$ cat src/shared/tmps_regs.vh
// Register map and field layout of the test-mode and pattern-select block.
// Assumes a 10-bit control data port with separate address and data cycles.
`ifndef TMPS_REGS_VH
`define TMPS_REGS_VH

// ==========================================================
// Addresses
`define TMPS_ADDR_W 10
`define TMPS_ADDR_TEST_SELECT 10'h00D
`define TMPS_ADDR_TEST_PATH_ENABLES 10'h055

// ==========================================================
// Test path enable fields
`define TMPS_EN_SCRAMBLE 0
`define TMPS_EN_LEVEL_CODE 1
`define TMPS_EN_LOW_CLIP 2
`define TMPS_EN_TRS_DETECT 3
`define TMPS_EN_W 4
`define TMPS_EN_RESET 4'hF

// ==========================================================
// Test select register fields
`define TMPS_SEL_MSB 5
`define TMPS_SEL_W 6
`define TMPS_SEL_RESET 6'h00
`define TMPS_SEL_RESULT 6
`define TMPS_SEL_GEN_ON 7

// ==========================================================
// Select word fields
`define TMPS_SW_HD 5
`define TMPS_SW_PROG 4
`define TMPS_SW_SUB_HI 3
`define TMPS_SW_SUB_LO 2
`define TMPS_SW_KIND_HI 1
`define TMPS_SW_KIND_LO 0

// ==========================================================
// Pattern kinds
`define TMPS_KIND_BLACK 2'h0
`define TMPS_KIND_PLL_PATH 2'h1
`define TMPS_KIND_EQ_PATH 2'h2
`define TMPS_KIND_BARS 2'h3

// ==========================================================
// Decoded raster formats
`define TMPS_FMT_W 4
`define TMPS_FMT_HD_I30_260 4'h0
`define TMPS_FMT_HD_I30_274 4'h1
`define TMPS_FMT_HD_I25_274 4'h2
`define TMPS_FMT_HD_I25_295 4'h3
`define TMPS_FMT_HD_P30 4'h4
`define TMPS_FMT_HD_P25 4'h5
`define TMPS_FMT_HD_P24 4'h6
`define TMPS_FMT_HD_P60_750 4'h7
`define TMPS_FMT_SD_NTSC_27 4'h8
`define TMPS_FMT_SD_PAL_27 4'h9
`define TMPS_FMT_SD_NTSC_36 4'hA
`define TMPS_FMT_SD_PAL_36 4'hB
`define TMPS_FMT_SD_NTSC_54 4'hC
`define TMPS_FMT_SD_PAL_54 4'hD
`define TMPS_FMT_NONE 4'hF

// SD self-check words: NTSC 4x3 bars and PAL 4x3 PLL pathological
`define TMPS_SD_BUILT_IN_SELF_CHECK_NTSC 6'h03
`define TMPS_SD_BUILT_IN_SELF_CHECK_PAL 6'h11

`endif

$ cat src/hdl/tmps_pattern_decode.v
// Decoder of the six-bit test pattern select word.
// Pure combinational; the caller registers whatever it needs.
`timescale 1ns/1ps
`default_nettype none
`include "tmps_regs.vh"

module tmps_pattern_decode (
  // Select word
  input wire [`TMPS_SEL_W-1:0] selWord,
  // Decoded fields
  output wire isHd,
  output wire isProgOrPal,
  output wire [1:0] patternKind,
  output reg [`TMPS_FMT_W-1:0] rasterFormat,
  output wire formatValid,
  output wire isSelfCheckPattern
);

  wire [1:0] subSel;

  assign isHd = selWord[`TMPS_SW_HD]; // RQ7
  assign isProgOrPal = selWord[`TMPS_SW_PROG]; // RQ7
  assign patternKind = selWord[`TMPS_SW_KIND_HI:`TMPS_SW_KIND_LO]; // RQ7
  assign subSel = selWord[`TMPS_SW_SUB_HI:`TMPS_SW_SUB_LO];

  // ==========================================================
  // Raster format
  always @* begin
    rasterFormat = `TMPS_FMT_NONE;
    case ({isHd, isProgOrPal, subSel})
      4'h8: rasterFormat = `TMPS_FMT_HD_I30_260; // RQ10
      4'h9: rasterFormat = `TMPS_FMT_HD_I30_274; // RQ10
      4'hA: rasterFormat = `TMPS_FMT_HD_I25_274; // RQ10
      4'hB: rasterFormat = `TMPS_FMT_HD_I25_295; // RQ10
      4'hC: rasterFormat = `TMPS_FMT_HD_P30; // RQ10
      4'hD: rasterFormat = `TMPS_FMT_HD_P25; // RQ10
      4'hE: rasterFormat = `TMPS_FMT_HD_P24;
      4'hF: rasterFormat = `TMPS_FMT_HD_P60_750;
      4'h0: rasterFormat = `TMPS_FMT_SD_NTSC_27;
      4'h4: rasterFormat = `TMPS_FMT_SD_PAL_27;
      4'h1: rasterFormat = `TMPS_FMT_SD_NTSC_36;
      4'h5: rasterFormat = `TMPS_FMT_SD_PAL_36;
      4'h2: rasterFormat = `TMPS_FMT_SD_NTSC_54;
      4'h6: rasterFormat = `TMPS_FMT_SD_PAL_54;
      default: rasterFormat = `TMPS_FMT_NONE;
    endcase
  end

  assign formatValid = (rasterFormat != `TMPS_FMT_NONE);

  // ==========================================================
  // Self-check data: every HD bars pattern, two SD words only
  assign isSelfCheckPattern = isHd
    ? (formatValid && patternKind == `TMPS_KIND_BARS) // RQ9
    : (selWord == `TMPS_SD_BUILT_IN_SELF_CHECK_NTSC || selWord == `TMPS_SD_BUILT_IN_SELF_CHECK_PAL); // RQ8

endmodule
`default_nettype wire

$ cat src/hdl/tmps_test_ctrl.v
// Test-mode path enables and test pattern select registers, reached over
// the ancillary/control data port. All port pins are asynchronous to clk
// and are synchronised here; the port clock must be slow against clk.
//
// Notes on behaviour
// RQ1 - Reading the path enable register turns all four enables back on.
// RQ2 - Writing the path enable register sets each enable from its data bit.
// RQ3 - Scramble enable on means scrambling applies; off bypasses; default on.
// RQ4 - Level transition enable on means NRZ to NRZI conversion; default on.
// RQ5 - Low-bit clip enable on means LSB clipping of video; default on.
// RQ6 - Timing reference detect enable on runs the detector; default on.
// RQ7 - Select bit 5 HD/SD, bit 4 progressive-PAL/interlaced-NTSC, bits 1:0 kind.
// RQ8 - SD self-check uses only NTSC 4x3 bars or PAL 4x3 PLL pathological.
// RQ9 - HD self-check treats bars of every supported format as check data.
// RQ10 - HD bits 3:2 choose among the 1125-line and progressive formats.
// RQ11 - Pattern generator on enables generator and self-check with chosen pattern.
// RQ12 - Self-check result bit reads one on pass, zero otherwise.
`timescale 1ns/1ps
`default_nettype none
`include "tmps_regs.vh"

module tmps_test_ctrl #(
  parameter AD_W = 10
) (
  // Clock and reset
  input wire clk,
  input wire srst,
  // Control data port pins
  input wire portClk,
  input wire ancCtrlSel,
  input wire rdWrSel,
  input wire [AD_W-1:0] adIn,
  output wire [AD_W-1:0] adOut,
  output wire adOe,
  // Path enables to the datapath
  output wire scrambleOn,
  output wire levelCodeOn,
  output wire lowClipOn,
  output wire trsDetectOn,
  // Pattern generator control
  output wire patternGenOn,
  output wire selfCheckOn,
  output wire [`TMPS_SEL_W-1:0] patternSelect,
  output wire [1:0] patternKind,
  output wire [`TMPS_FMT_W-1:0] rasterFormat,
  output wire patternIsHd,
  output wire patternProgOrPal,
  output wire patternUsable,
  // Self-check outcome from the checker, same clock
  input wire checkDone,
  input wire checkPass
);

  // ==========================================================
  // Pin synchronisers
  reg [2:0] pclkSync_ff;
  reg [1:0] selSync_ff;
  reg [1:0] rwSync_ff;
  reg [AD_W-1:0] adMeta_ff;
  reg [AD_W-1:0] adSync_ff;

  always @(posedge clk) begin
    if (srst) begin
      pclkSync_ff <= 3'h0;
      selSync_ff <= 2'h3;
      rwSync_ff <= 2'h3;
      adMeta_ff <= {AD_W{1'b0}};
      adSync_ff <= {AD_W{1'b0}};
    end else begin
      pclkSync_ff <= {pclkSync_ff[1:0], portClk};
      selSync_ff <= {selSync_ff[0], ancCtrlSel};
      rwSync_ff <= {rwSync_ff[0], rdWrSel};
      adMeta_ff <= adIn;
      adSync_ff <= adMeta_ff;
    end
  end

  wire ctrlSelected;
  wire readSel;
  wire portEdge;

  // Edge taken between second and third stages only
  assign portEdge = pclkSync_ff[1] & ~pclkSync_ff[2];
  // Control registers addressed while the select pin is low
  assign ctrlSelected = ~selSync_ff[1];
  assign readSel = rwSync_ff[1];

  // ==========================================================
  // Address / data phase tracking
  reg dataPhase_ff;
  reg nxt_dataPhase;
  reg [AD_W-1:0] addr_ff;
  reg [AD_W-1:0] nxt_addr;

  always @* begin
    nxt_dataPhase = dataPhase_ff;
    nxt_addr = addr_ff;
    if (!ctrlSelected) begin
      nxt_dataPhase = 1'b0;
    end else if (portEdge) begin
      if (!dataPhase_ff) begin
        nxt_addr = adSync_ff;
      end
      nxt_dataPhase = ~dataPhase_ff;
    end
  end

  always @(posedge clk) begin
    if (srst) begin
      dataPhase_ff <= 1'b0;
      addr_ff <= {AD_W{1'b0}};
    end else begin
      dataPhase_ff <= nxt_dataPhase;
      addr_ff <= nxt_addr;
    end
  end

  wire dataEdge;
  wire wrStrobe;
  wire rdStrobe;
  wire hitEnables;
  wire hitSelect;

  assign dataEdge = ctrlSelected & portEdge & dataPhase_ff;
  assign wrStrobe = dataEdge & ~readSel;
  assign rdStrobe = dataEdge & readSel;
  assign hitEnables = (addr_ff == `TMPS_ADDR_TEST_PATH_ENABLES);
  assign hitSelect = (addr_ff == `TMPS_ADDR_TEST_SELECT);

  // ==========================================================
  // Registers
  reg [`TMPS_EN_W-1:0] pathEn_ff;
  reg [`TMPS_EN_W-1:0] nxt_pathEn;
  reg [`TMPS_SEL_W-1:0] select_ff;
  reg [`TMPS_SEL_W-1:0] nxt_select;
  reg genOn_ff;
  reg nxt_genOn;
  reg result_ff;
  reg nxt_result;

  always @* begin
    nxt_pathEn = pathEn_ff;
    nxt_select = select_ff;
    nxt_genOn = genOn_ff;
    if (wrStrobe && hitEnables) begin
      nxt_pathEn = adSync_ff[`TMPS_EN_W-1:0]; // RQ2
    end else if (rdStrobe && hitEnables) begin
      // Read hands out the old value, then restores defaults
      nxt_pathEn = `TMPS_EN_RESET; // RQ1
    end
    if (wrStrobe && hitSelect) begin
      nxt_select = adSync_ff[`TMPS_SEL_MSB:0];
      nxt_genOn = adSync_ff[`TMPS_SEL_GEN_ON]; // RQ11
    end
  end

  wire patternOk;

  // Result only meaningful for a check pattern while checking runs
  always @* begin
    nxt_result = result_ff;
    if (!genOn_ff || !patternOk) begin
      nxt_result = 1'b0; // RQ12
    end else if (checkDone) begin
      nxt_result = checkPass; // RQ12
    end
  end

  always @(posedge clk) begin
    if (srst) begin
      pathEn_ff <= `TMPS_EN_RESET;
      select_ff <= `TMPS_SEL_RESET;
      genOn_ff <= 1'b0;
      result_ff <= 1'b0;
    end else begin
      pathEn_ff <= nxt_pathEn;
      select_ff <= nxt_select;
      genOn_ff <= nxt_genOn;
      result_ff <= nxt_result;
    end
  end

  // ==========================================================
  // Read data: driven from the read edge until the next port edge or until deselected
  reg [AD_W-1:0] rdData_ff;
  reg [AD_W-1:0] nxt_rdData;
  reg rdOe_ff;
  reg nxt_rdOe;

  always @* begin
    nxt_rdData = rdData_ff;
    nxt_rdOe = rdOe_ff;
    if (!ctrlSelected) begin
      nxt_rdOe = 1'b0;
    end else if (rdStrobe) begin
      nxt_rdOe = 1'b1;
      nxt_rdData = {AD_W{1'b0}};
      if (hitEnables) begin
        nxt_rdData[`TMPS_EN_W-1:0] = pathEn_ff;
      end else if (hitSelect) begin
        nxt_rdData[`TMPS_SEL_MSB:0] = select_ff;
        nxt_rdData[`TMPS_SEL_RESULT] = result_ff;
        nxt_rdData[`TMPS_SEL_GEN_ON] = genOn_ff;
      end
    end else if (portEdge) begin
      nxt_rdOe = 1'b0;
    end
  end

  always @(posedge clk) begin
    if (srst) begin
      rdData_ff <= {AD_W{1'b0}};
      rdOe_ff <= 1'b0;
    end else begin
      rdData_ff <= nxt_rdData;
      rdOe_ff <= nxt_rdOe;
    end
  end

  assign adOut = rdData_ff;
  assign adOe = rdOe_ff;

  // ==========================================================
  // Pattern select decode
  tmps_pattern_decode u_decode (
    .selWord(select_ff),
    .isHd(patternIsHd),
    .isProgOrPal(patternProgOrPal),
    .patternKind(patternKind),
    .rasterFormat(rasterFormat),
    .formatValid(),
    .isSelfCheckPattern(patternOk)
  );

  // ==========================================================
  // Outputs to the datapath
  assign scrambleOn = pathEn_ff[`TMPS_EN_SCRAMBLE]; // RQ3
  assign levelCodeOn = pathEn_ff[`TMPS_EN_LEVEL_CODE]; // RQ4
  assign lowClipOn = pathEn_ff[`TMPS_EN_LOW_CLIP]; // RQ5
  assign trsDetectOn = pathEn_ff[`TMPS_EN_TRS_DETECT]; // RQ6
  assign patternGenOn = genOn_ff; // RQ11
  // Self-check runs only on a word that counts as check data
  assign selfCheckOn = genOn_ff & patternOk; // RQ8 RQ9 RQ11
  assign patternSelect = select_ff;
  assign patternUsable = patternOk;

endmodule
`default_nettype wire

$ cat config.mk
export PLATFORM = sky130hd
export DESIGN_NAME = tmps_test_ctrl
export DESIGN_NICKNAME = d
export VERILOG_FILES = /design/src/hdl/tmps_pattern_decode.v /design/src/hdl/tmps_test_ctrl.v
export VERILOG_INCLUDE_DIRS = /design/src /design/src/shared
export SDC_FILE = /design/constraint.sdc
export NUM_CORES = 1
export LEC_CHECK = 0
export BUFFER_PORTS_ARGS = -buffer_cell sky130_fd_sc_hd__buf_2
export CELL_PAD_IN_SITES_DETAIL_PLACEMENT = 1
export CELL_PAD_IN_SITES_GLOBAL_PLACEMENT = 1
export CORE_ASPECT_RATIO = 0.75
export CORE_MARGIN = 2
export CORE_UTILIZATION = 36
export DETAILED_ROUTE_END_ITERATION = 8
export PLACE_DENSITY = 0.74
export SLEW_MARGIN = 10
export SYNTH_ARGS = -nofsm -noshare
export SYNTH_HDL_FRONTEND = slang
export SYNTH_HIERARCHICAL = 1
export SYNTH_SLANG_ARGS = --single-unit
$ cat constraint.sdc
create_clock -name clk -period 3.5 [get_ports clk]
set_clock_uncertainty 0.15 [all_clocks]
set_input_delay 0.7 -clock clk [delete_from_list [all_inputs] [get_ports clk]]
set_output_delay 0.7 -clock clk [all_outputs]
set_load 0.02 [all_outputs]
* Yosys cells after proc, flatten, opt, wreduce, memory -nomap -nowiden
Memories as Yosys holds them, arrays and structs flattened. A register that Yosys moved wholly into a read port is not among the register bits. Index checks and enable logic that the tools add are counted.
Cells by class: equality and inequality tests 6, mux-type cells 10, bitwise gates (word level) 10, reductions and logical operators 14
Operator list (count):
- $mux 4 | 6
- $eq 10x4->1 const B | 1
- $eq 10x7->1 const B | 1
- $mux 8 | 1
- $and 1x1->1 | 6
- $eq 6x2->1 const B | 1
- $eq 6x5->1 const B | 1
- $logic_and 1x1->1 | 4
- $ne 4x4->1 const B | 1
- $not 1->1 | 4
- $reduce_bool 2->1 | 2
- $reduce_or 2->1 | 2
- $mux 1 | 3
- $reduce_and 3->1 | 1
- $eq 2x2->1 const B | 1
- $logic_not 1->1 | 2
- $logic_or 1x1->1 | 2
- $reduce_and 2->1 | 1
Word-level totals: register bits after elaboration 59, bits in read-only memories 64, input bits 17, output and inout bits 32, logic and storage cells 54, memories kept 1
Memory list:
- (no name shown) | words 16, bits a word 4, rd ports 1, clocked after Yosys merged registers in 1, write ports 0, RTL line tmps_pattern_decode.v:30 | case ({isHd, isProgOrPal, subSel})

* Depth between registers and ports, before layout
Gate-level depths: netlist (run 1).
depth after elaboration 8, mapped depth 5, depth with buffers taken out 4

* Modules after synthesis
The synthesis (run 1) kept the hierarchy.
Modules (own cells, without submodules):
- tmps_test_ctrl | times used 1, cells an instance 205, area an instance 2054.5 um^2, seq. area each 1181.1 um^2
- tmps_pattern_decode | times used 1, cells an instance 17, area an instance 128.9 um^2, seq. area each 0.0 um^2

* Least setup slack after synthesis (run 1)
No wires, ideal clock.
path kind flip-flop to output port, start point reg select_ff[4] (netlist: patternSelect[4]), end point out selfCheckOn, data arrival time 1386 ps, data required time 2650 ps, setup slack 1264 ps, stages on the path, launching flop included 4, path buffers 0, cell sequence dfxtp_1 > and2b_1 > o311a_1 > and2_1
On the way: cells in the longest elaborated chain, start to end 4, elaborated cells between the ends (all ways) 5, those cells by class eq/ne (2); mux (1); bitwise (1); reduce/logical (1)
Ends and longest elaborated chain:
- start: declaration | RTL line tmps_test_ctrl.v:134 | reg [`TMPS_SEL_W-1:0] select_ff;
- start signal: assignment | RTL line tmps_test_ctrl.v:172 | select_ff <= `TMPS_SEL_RESET;
- start signal: assignment | RTL line tmps_test_ctrl.v:177 | select_ff <= nxt_select;
- $eq 6x2->1 (no source line) or $eq 6x5->1 (tied branches)
- $logic_or 1x1->1 (no source line) (*)
- $mux 1 (*) | RTL line tmps_pattern_decode.v:53 | assign isSelfCheckPattern = isHd
- named net patternUsable | RTL line tmps_test_ctrl.v:48 | output wire patternUsable,
- $and 1x1->1 (*) | RTL line tmps_test_ctrl.v:243 | assign selfCheckOn = genOn_ff & patternOk;
- end: declaration | RTL line tmps_test_ctrl.v:42 | output wire selfCheckOn,
Mark *: on every way through the listed nets, which the timed path passes. The rest lies on a longest branch.

* Worst setup path after layout (run 1)
start point reg select_ff[4] (netlist: patternSelect[4]), end point out selfCheckOn
On the way: cells in the longest elaborated chain, start to end 4, elaborated cells between the ends (all ways) 5, those cells by class eq/ne (2); mux (1); bitwise (1); reduce/logical (1)
Ends and longest elaborated chain (RTL line):
- $eq 6x2->1 (no source line) or $eq 6x5->1 (tied branches)
- $logic_or 1x1->1 (no source line) (*)
- $mux 1 (*) | tmps_pattern_decode.v:53
- $and 1x1->1 (*) | tmps_test_ctrl.v:243
Mark *: on every way between the ends. The rest lies on a longest branch, timed or not.

==> results.md, run 1 <==
- Outcome: finished clean
- Slew @ Worst Pin: 826.6 ps
- Pre-antenna DRT Iters: 4
- Bufs and invs on worst path: 1
- Syn avg cell area: 9.857 µm²
- # diodes: 0
- Vias in the first global route: 1,495
- Initial antenna violation count: 0
- Data required, critical path: 2650 ps
- CP max stage cell: dfxtp_1
- Fmax achieved: 403.2 MHz
- Post-Place Worst Slack: 1368 ps
- CP Class: reg2out
- Routed wire length: 4554 µm
- Remaining Overflow, GRT: 0
- Share of layout cells above drive strength 1: 29.70%
- CP top delay family: flip-flops
- Core area: 5826 µm²
- Most frequent cells in the layout: dfxtp_1 (59), buf_2 (46), nand2_1 (29)
- Row cnt: 24
- Clock buffer depth: 2
- Post-Synthesis Cell Area: 2178 µm²
- Slew HR: 44.89%
- Most common cell after layout, fill and taps aside: dfxtp_1
- Residual DRC: 0
- Post-DP HPWL: 3221 µm
- Worst setup SP type: flip-flop
- PnR worst setup slack: 1020 ps
- Buffers on Ports: 46
- Final Hold Viols: 0
- Crit-path cells: and2b_1, o311a_1, and2_1, buf_2
- Routed Antenna Nets: 0
- Via count: 1,629
- R2r setup slk: 1770 ps
- Syn Inst Count: 221
- Setup bufs post-CTS: 0
- Clk root buf: clkbuf_8
- Inserted Clock Buffers: 9
- Slew Viols, Final: 0
- Pwr/cell area: 480.7 nW/µm²
- Final RePlAce weighted congestion: 0.7519
- Tot Pwr: 1.236 mW
- Largest net degree at the start of global routing: 47
- First-pass GRT wire length: 7389 µm
- Ports: 49
- Clk Latency, worst-skew pair: 340 ps
- Clock sinks: 59
- CTS tree: built
- Die H: 71.37 µm
- MaxCap Viol Count: 0
- H-tree depth: 3
- Nets: 281
- Overall Global Routing Usage: 14.98%
- Setup violators final: 0
- Pleak: 1.076 nW
- Fill cells: 710
- Max VDD drop: 0.2373 mV
- Yosys warning total: 6
- Hold bufs inserted after CTS: 0
- Max incr delay on CP: 430 ps
- Die footprint: 6695 µm²
- Max FO, Critical Path: 8
- CP endpoint kind: primary output
- Avg Vias per Cell: 4.735
- Reg clk slew, reported paths: 60 ps
- Hold Crit Class: reg2reg
- Final Critical Period: 2480 ps
- Initial core utilization: 37.39%
- CTS resizes: 0
- Setup TNS: 0 ps
- Starting DRT DRC Count: 53
- Wire length per cell: 13.24 µm
- Chip width: 93.82 µm
- RSZ-0062 raised after global routing: no
- Tcrit/Tclk final: 70.85%
- Area growth syn-to-layout: 18.04%
- Worst EP arrival: 1630 ps
sequential cells by signal, summed over array words and instances (netlist names):
signal         count
adMeta_ff         10
adOe               1
adOut              8
adSync_ff         10
addr_ff           10
dataPhase_ff       1
pathEn_ff          4
patternGenOn       1
patternSelect      6
pclkSync_ff        3
result_ff          1
rwSync_ff          2
selSync_ff         2
path summary, 6_finish.rpt:
check                                     start                        to  depth (start not counted)
hold reg to reg        selSync_ff[0]$_SDFF_PP1_  selSync_ff[1]$_SDFF_PP1_                          1
hold / removal         selSync_ff[0]$_SDFF_PP1_  selSync_ff[1]$_SDFF_PP1_                          1
setup reg to reg        addr_ff[8]$_SDFFE_PP0P_     adOut[0]$_SDFFE_PP0P_                          4
setup / recovery  patternSelect[4]$_SDFFE_PP0P_               selfCheckOn                          4
per-layer routing:
metal | wire [µm] | up-vias | part of all wire, % | GRT usage (%)
li1 | - | 820 | - | -
met5 | 0 | - | 0 | 0
met2 | 2039 | 46 | 45 | 21.75
met3 | 303 | 5 | 6.7 | 8.202
met1 | 2142 | 758 | 47 | 18.50
met4 | 68 | 0 | 1.5 | 6.280
layout make-up:
cell class / count / area, µm² / share of cell area, %
Clock buffer: 10 / 137.6 / 5.353
Clock inverter: 3 / 17.52 / 0.6813
Inverter: 2 / 7.507 / 0.2920
Multi-Input combinational cell: 144 / 884.6 / 34.40
Sequential cell: 59 / 1181 / 45.94
Tap cell: 78 / 97.59 / 3.796
Timing Repair Buffer: 48 / 245.2 / 9.538
power breakdown:
part | leakage (nW) | internal, mW | switching, mW
sequential | 0.481 | 0.686 | 0.00710
clock | 0.0799 | 0.261 | 0.246
combinational | 0.515 | 0.0169 | 0.0192
stage by stage:
stage               util [%]  instances  area (µm²)  hold slack (ps)
floorplan                  -        222        2182            239.5
global placement       41.47        331        2416            241.7
detailed placement     41.47        331        2416            245.7
CTS                    44.14        344        2571            261.7
global route           44.14        344        2571            269.3
finish                 44.14        344        2571            260.1
No activity file was read; power rests on OpenSTA's default activity.
==> run 2, diff against run 1 <==
Settings changed: ABC_AREA set to 1, CORE_UTILIZATION 36 to 35, PLACE_DENSITY 0.74 to 0.77.
Clock period 3.5 ns to 2.2 ns, I/O delays scaled along.
==> results.md, run 2 <==
- Die footprint: 7692 µm²
- Tot Pwr: 2.354 mW
- Cell Count Post-Placement: 434
- Chip width: 100.6 µm
- Max incr delay on CP: 370 ps
- Final std cells w/o fill: 450
- Outcome: finished clean
- Buffers on Ports: 46
- CP Class: reg2out
- Fill cells: 859
- Slew Viols, Final: 0
- Die H: 76.46 µm
- Most frequent cells in the layout: nor2_1 (60), dfxtp_1 (56), buf_2 (46)
- Setup TNS: 0 ps
- Max FO, Critical Path: 9
- Crit-path cells: inv_2, nand2_1, nand2_1, nand2_1, nor2_2, nand2_1, inv_1, buf_2
- Syn Inst Count: 316
- Fin Hold WS: 122.1 ps
- Initial core utilization: 36.03%
- CP endpoint kind: primary output
- Avg Vias per Cell: 4.616
- Via count: 2,077
- Final Critical Period: 2047 ps
- H-tree depth: 3
- CTS resizes: 1
- Share of layout cells above drive strength 1: 26.50%
- Wire length per cell: 13.00 µm
- RSZ-0062 raised after global routing: no
- Data required, critical path: 1610 ps
- Reg clk slew, reported paths: 70 ps
- Hold bufs inserted after CTS: 0
- Post-DP HPWL: 4395 µm
- Clk Latency, worst-skew pair: 350 ps
- Ports: 49
- Largest net degree at the start of global routing: 26
- Routed Antenna Nets: 0
- Clock buffer depth: 2
- Pleak: 1.418 nW
- Initial antenna violation count: 0
- Nets: 378
- Most common cell after layout, fill and taps aside: nor2_1
- Remaining Overflow, GRT: 0
- Max VDD drop: 0.5056 mV
- Area growth syn-to-layout: 19.61%
- # diodes: 0
- Vias in the first global route: 2,180
- Clk root buf: clkbuf_8
- Routed wire length: 5850 µm
- First-pass GRT wire length: 9970 µm
- Tcrit/Tclk final: 93.06%
- Setup bufs post-CTS: 0
- CP max stage cell: dfxtp_2
- Post-Synthesis Cell Area: 2450 µm²
- Hold Crit Class: in2reg
- Row cnt: 26
- Yosys warning total: 6
- Largest registers: adMeta_ff: 10 flops, adSync_ff: 10 flops, addr_ff: 10 flops
- Overall Global Routing Usage: 16.71%
- MaxCap Viol Count: 0
- Worst path most repeated cell: nand2_1
- Syn avg cell area: 7.753 µm²
- Core area: 6799 µm²
- Final Hold Viols: 0
- Setup violators final: 0
- Residual DRC: 0
- Storage cell area: 1185 µm²
- Pwr/cell area: 803.3 nW/µm²
- Worst setup SP type: flip-flop
- Fmax achieved: 488.4 MHz
- Inserted Clock Buffers: 9
- Multi-input gate area: 963.4 µm²
- Final RePlAce weighted congestion: 0.8348
- Worst EP arrival: 1460 ps
- CTS tree: built
- Pre-antenna DRT Iters: 4
- Starting DRT DRC Count: 48
- Clock sinks: 59
[run 2: final timing paths]
path                                  from                       to  slack, ps  depth (start not counted)
min                                rdWrSel  rwSync_ff[0]$_SDFF_PP1_        120                          2
max          patternSelect[5]$_SDFFE_PP0P_              selfCheckOn        150                          8
min reg2reg        adMeta_ff[6]$_SDFF_PP0_  adSync_ff[6]$_SDFF_PP0_        250                          2
max reg2reg        rwSync_ff[1]$_SDFF_PP1_    adOut[7]$_SDFFE_PP0P_        660                          4
[run 2: routing by layer]
| metal | global-route usage (%) | wire, µm | up-vias |
|---|---|---|---|
| met5 | 0 | 0 | - |
| met4 | 7.260 | 134 | 0 |
| met3 | 5.229 | 231 | 16 |
| met2 | 27.53 | 2742 | 40 |
| met1 | 19.89 | 2741 | 959 |
| li1 | - | - | 1062 |
[run 2: final cells by class]
class                      count  area share (%)
tap                           84           3.587
clock inverter                 5           2.904
inverter                      52           6.661
multi-input combinational    191           32.88
sequential                    59           40.44
timing repair buffer          48           8.369
clock buffer                  11           5.167
[run 2: power breakdown]
group          switching, mW  internal, mW  leakage, nW
clock network          0.464         0.703        0.116
logic                 0.0488        0.0297        0.819
registers             0.0154          1.09        0.483
[run 2: critical path, delay by kind of cell (launching register included)]
| family | cells | cell delay, ps |
|---|---|---|
| AND/OR/NAND/NOR | 5 | 440 |
| buffers and inverters | 3 | 290 |
| flip-flops | 1 | 370 |
[run 2: per-stage QoR]
stage                     worst slack (ps)  utilization (%)  cell area, µm²
after detailed placement             405.6            39.53            2688
final                                152.7            43.10            2930
after CTS                            24.94            43.03            2925
after global routing                 37.09            43.10            2930
after global placement               533.3            39.53            2688
after floorplan                      171.8                -            2454
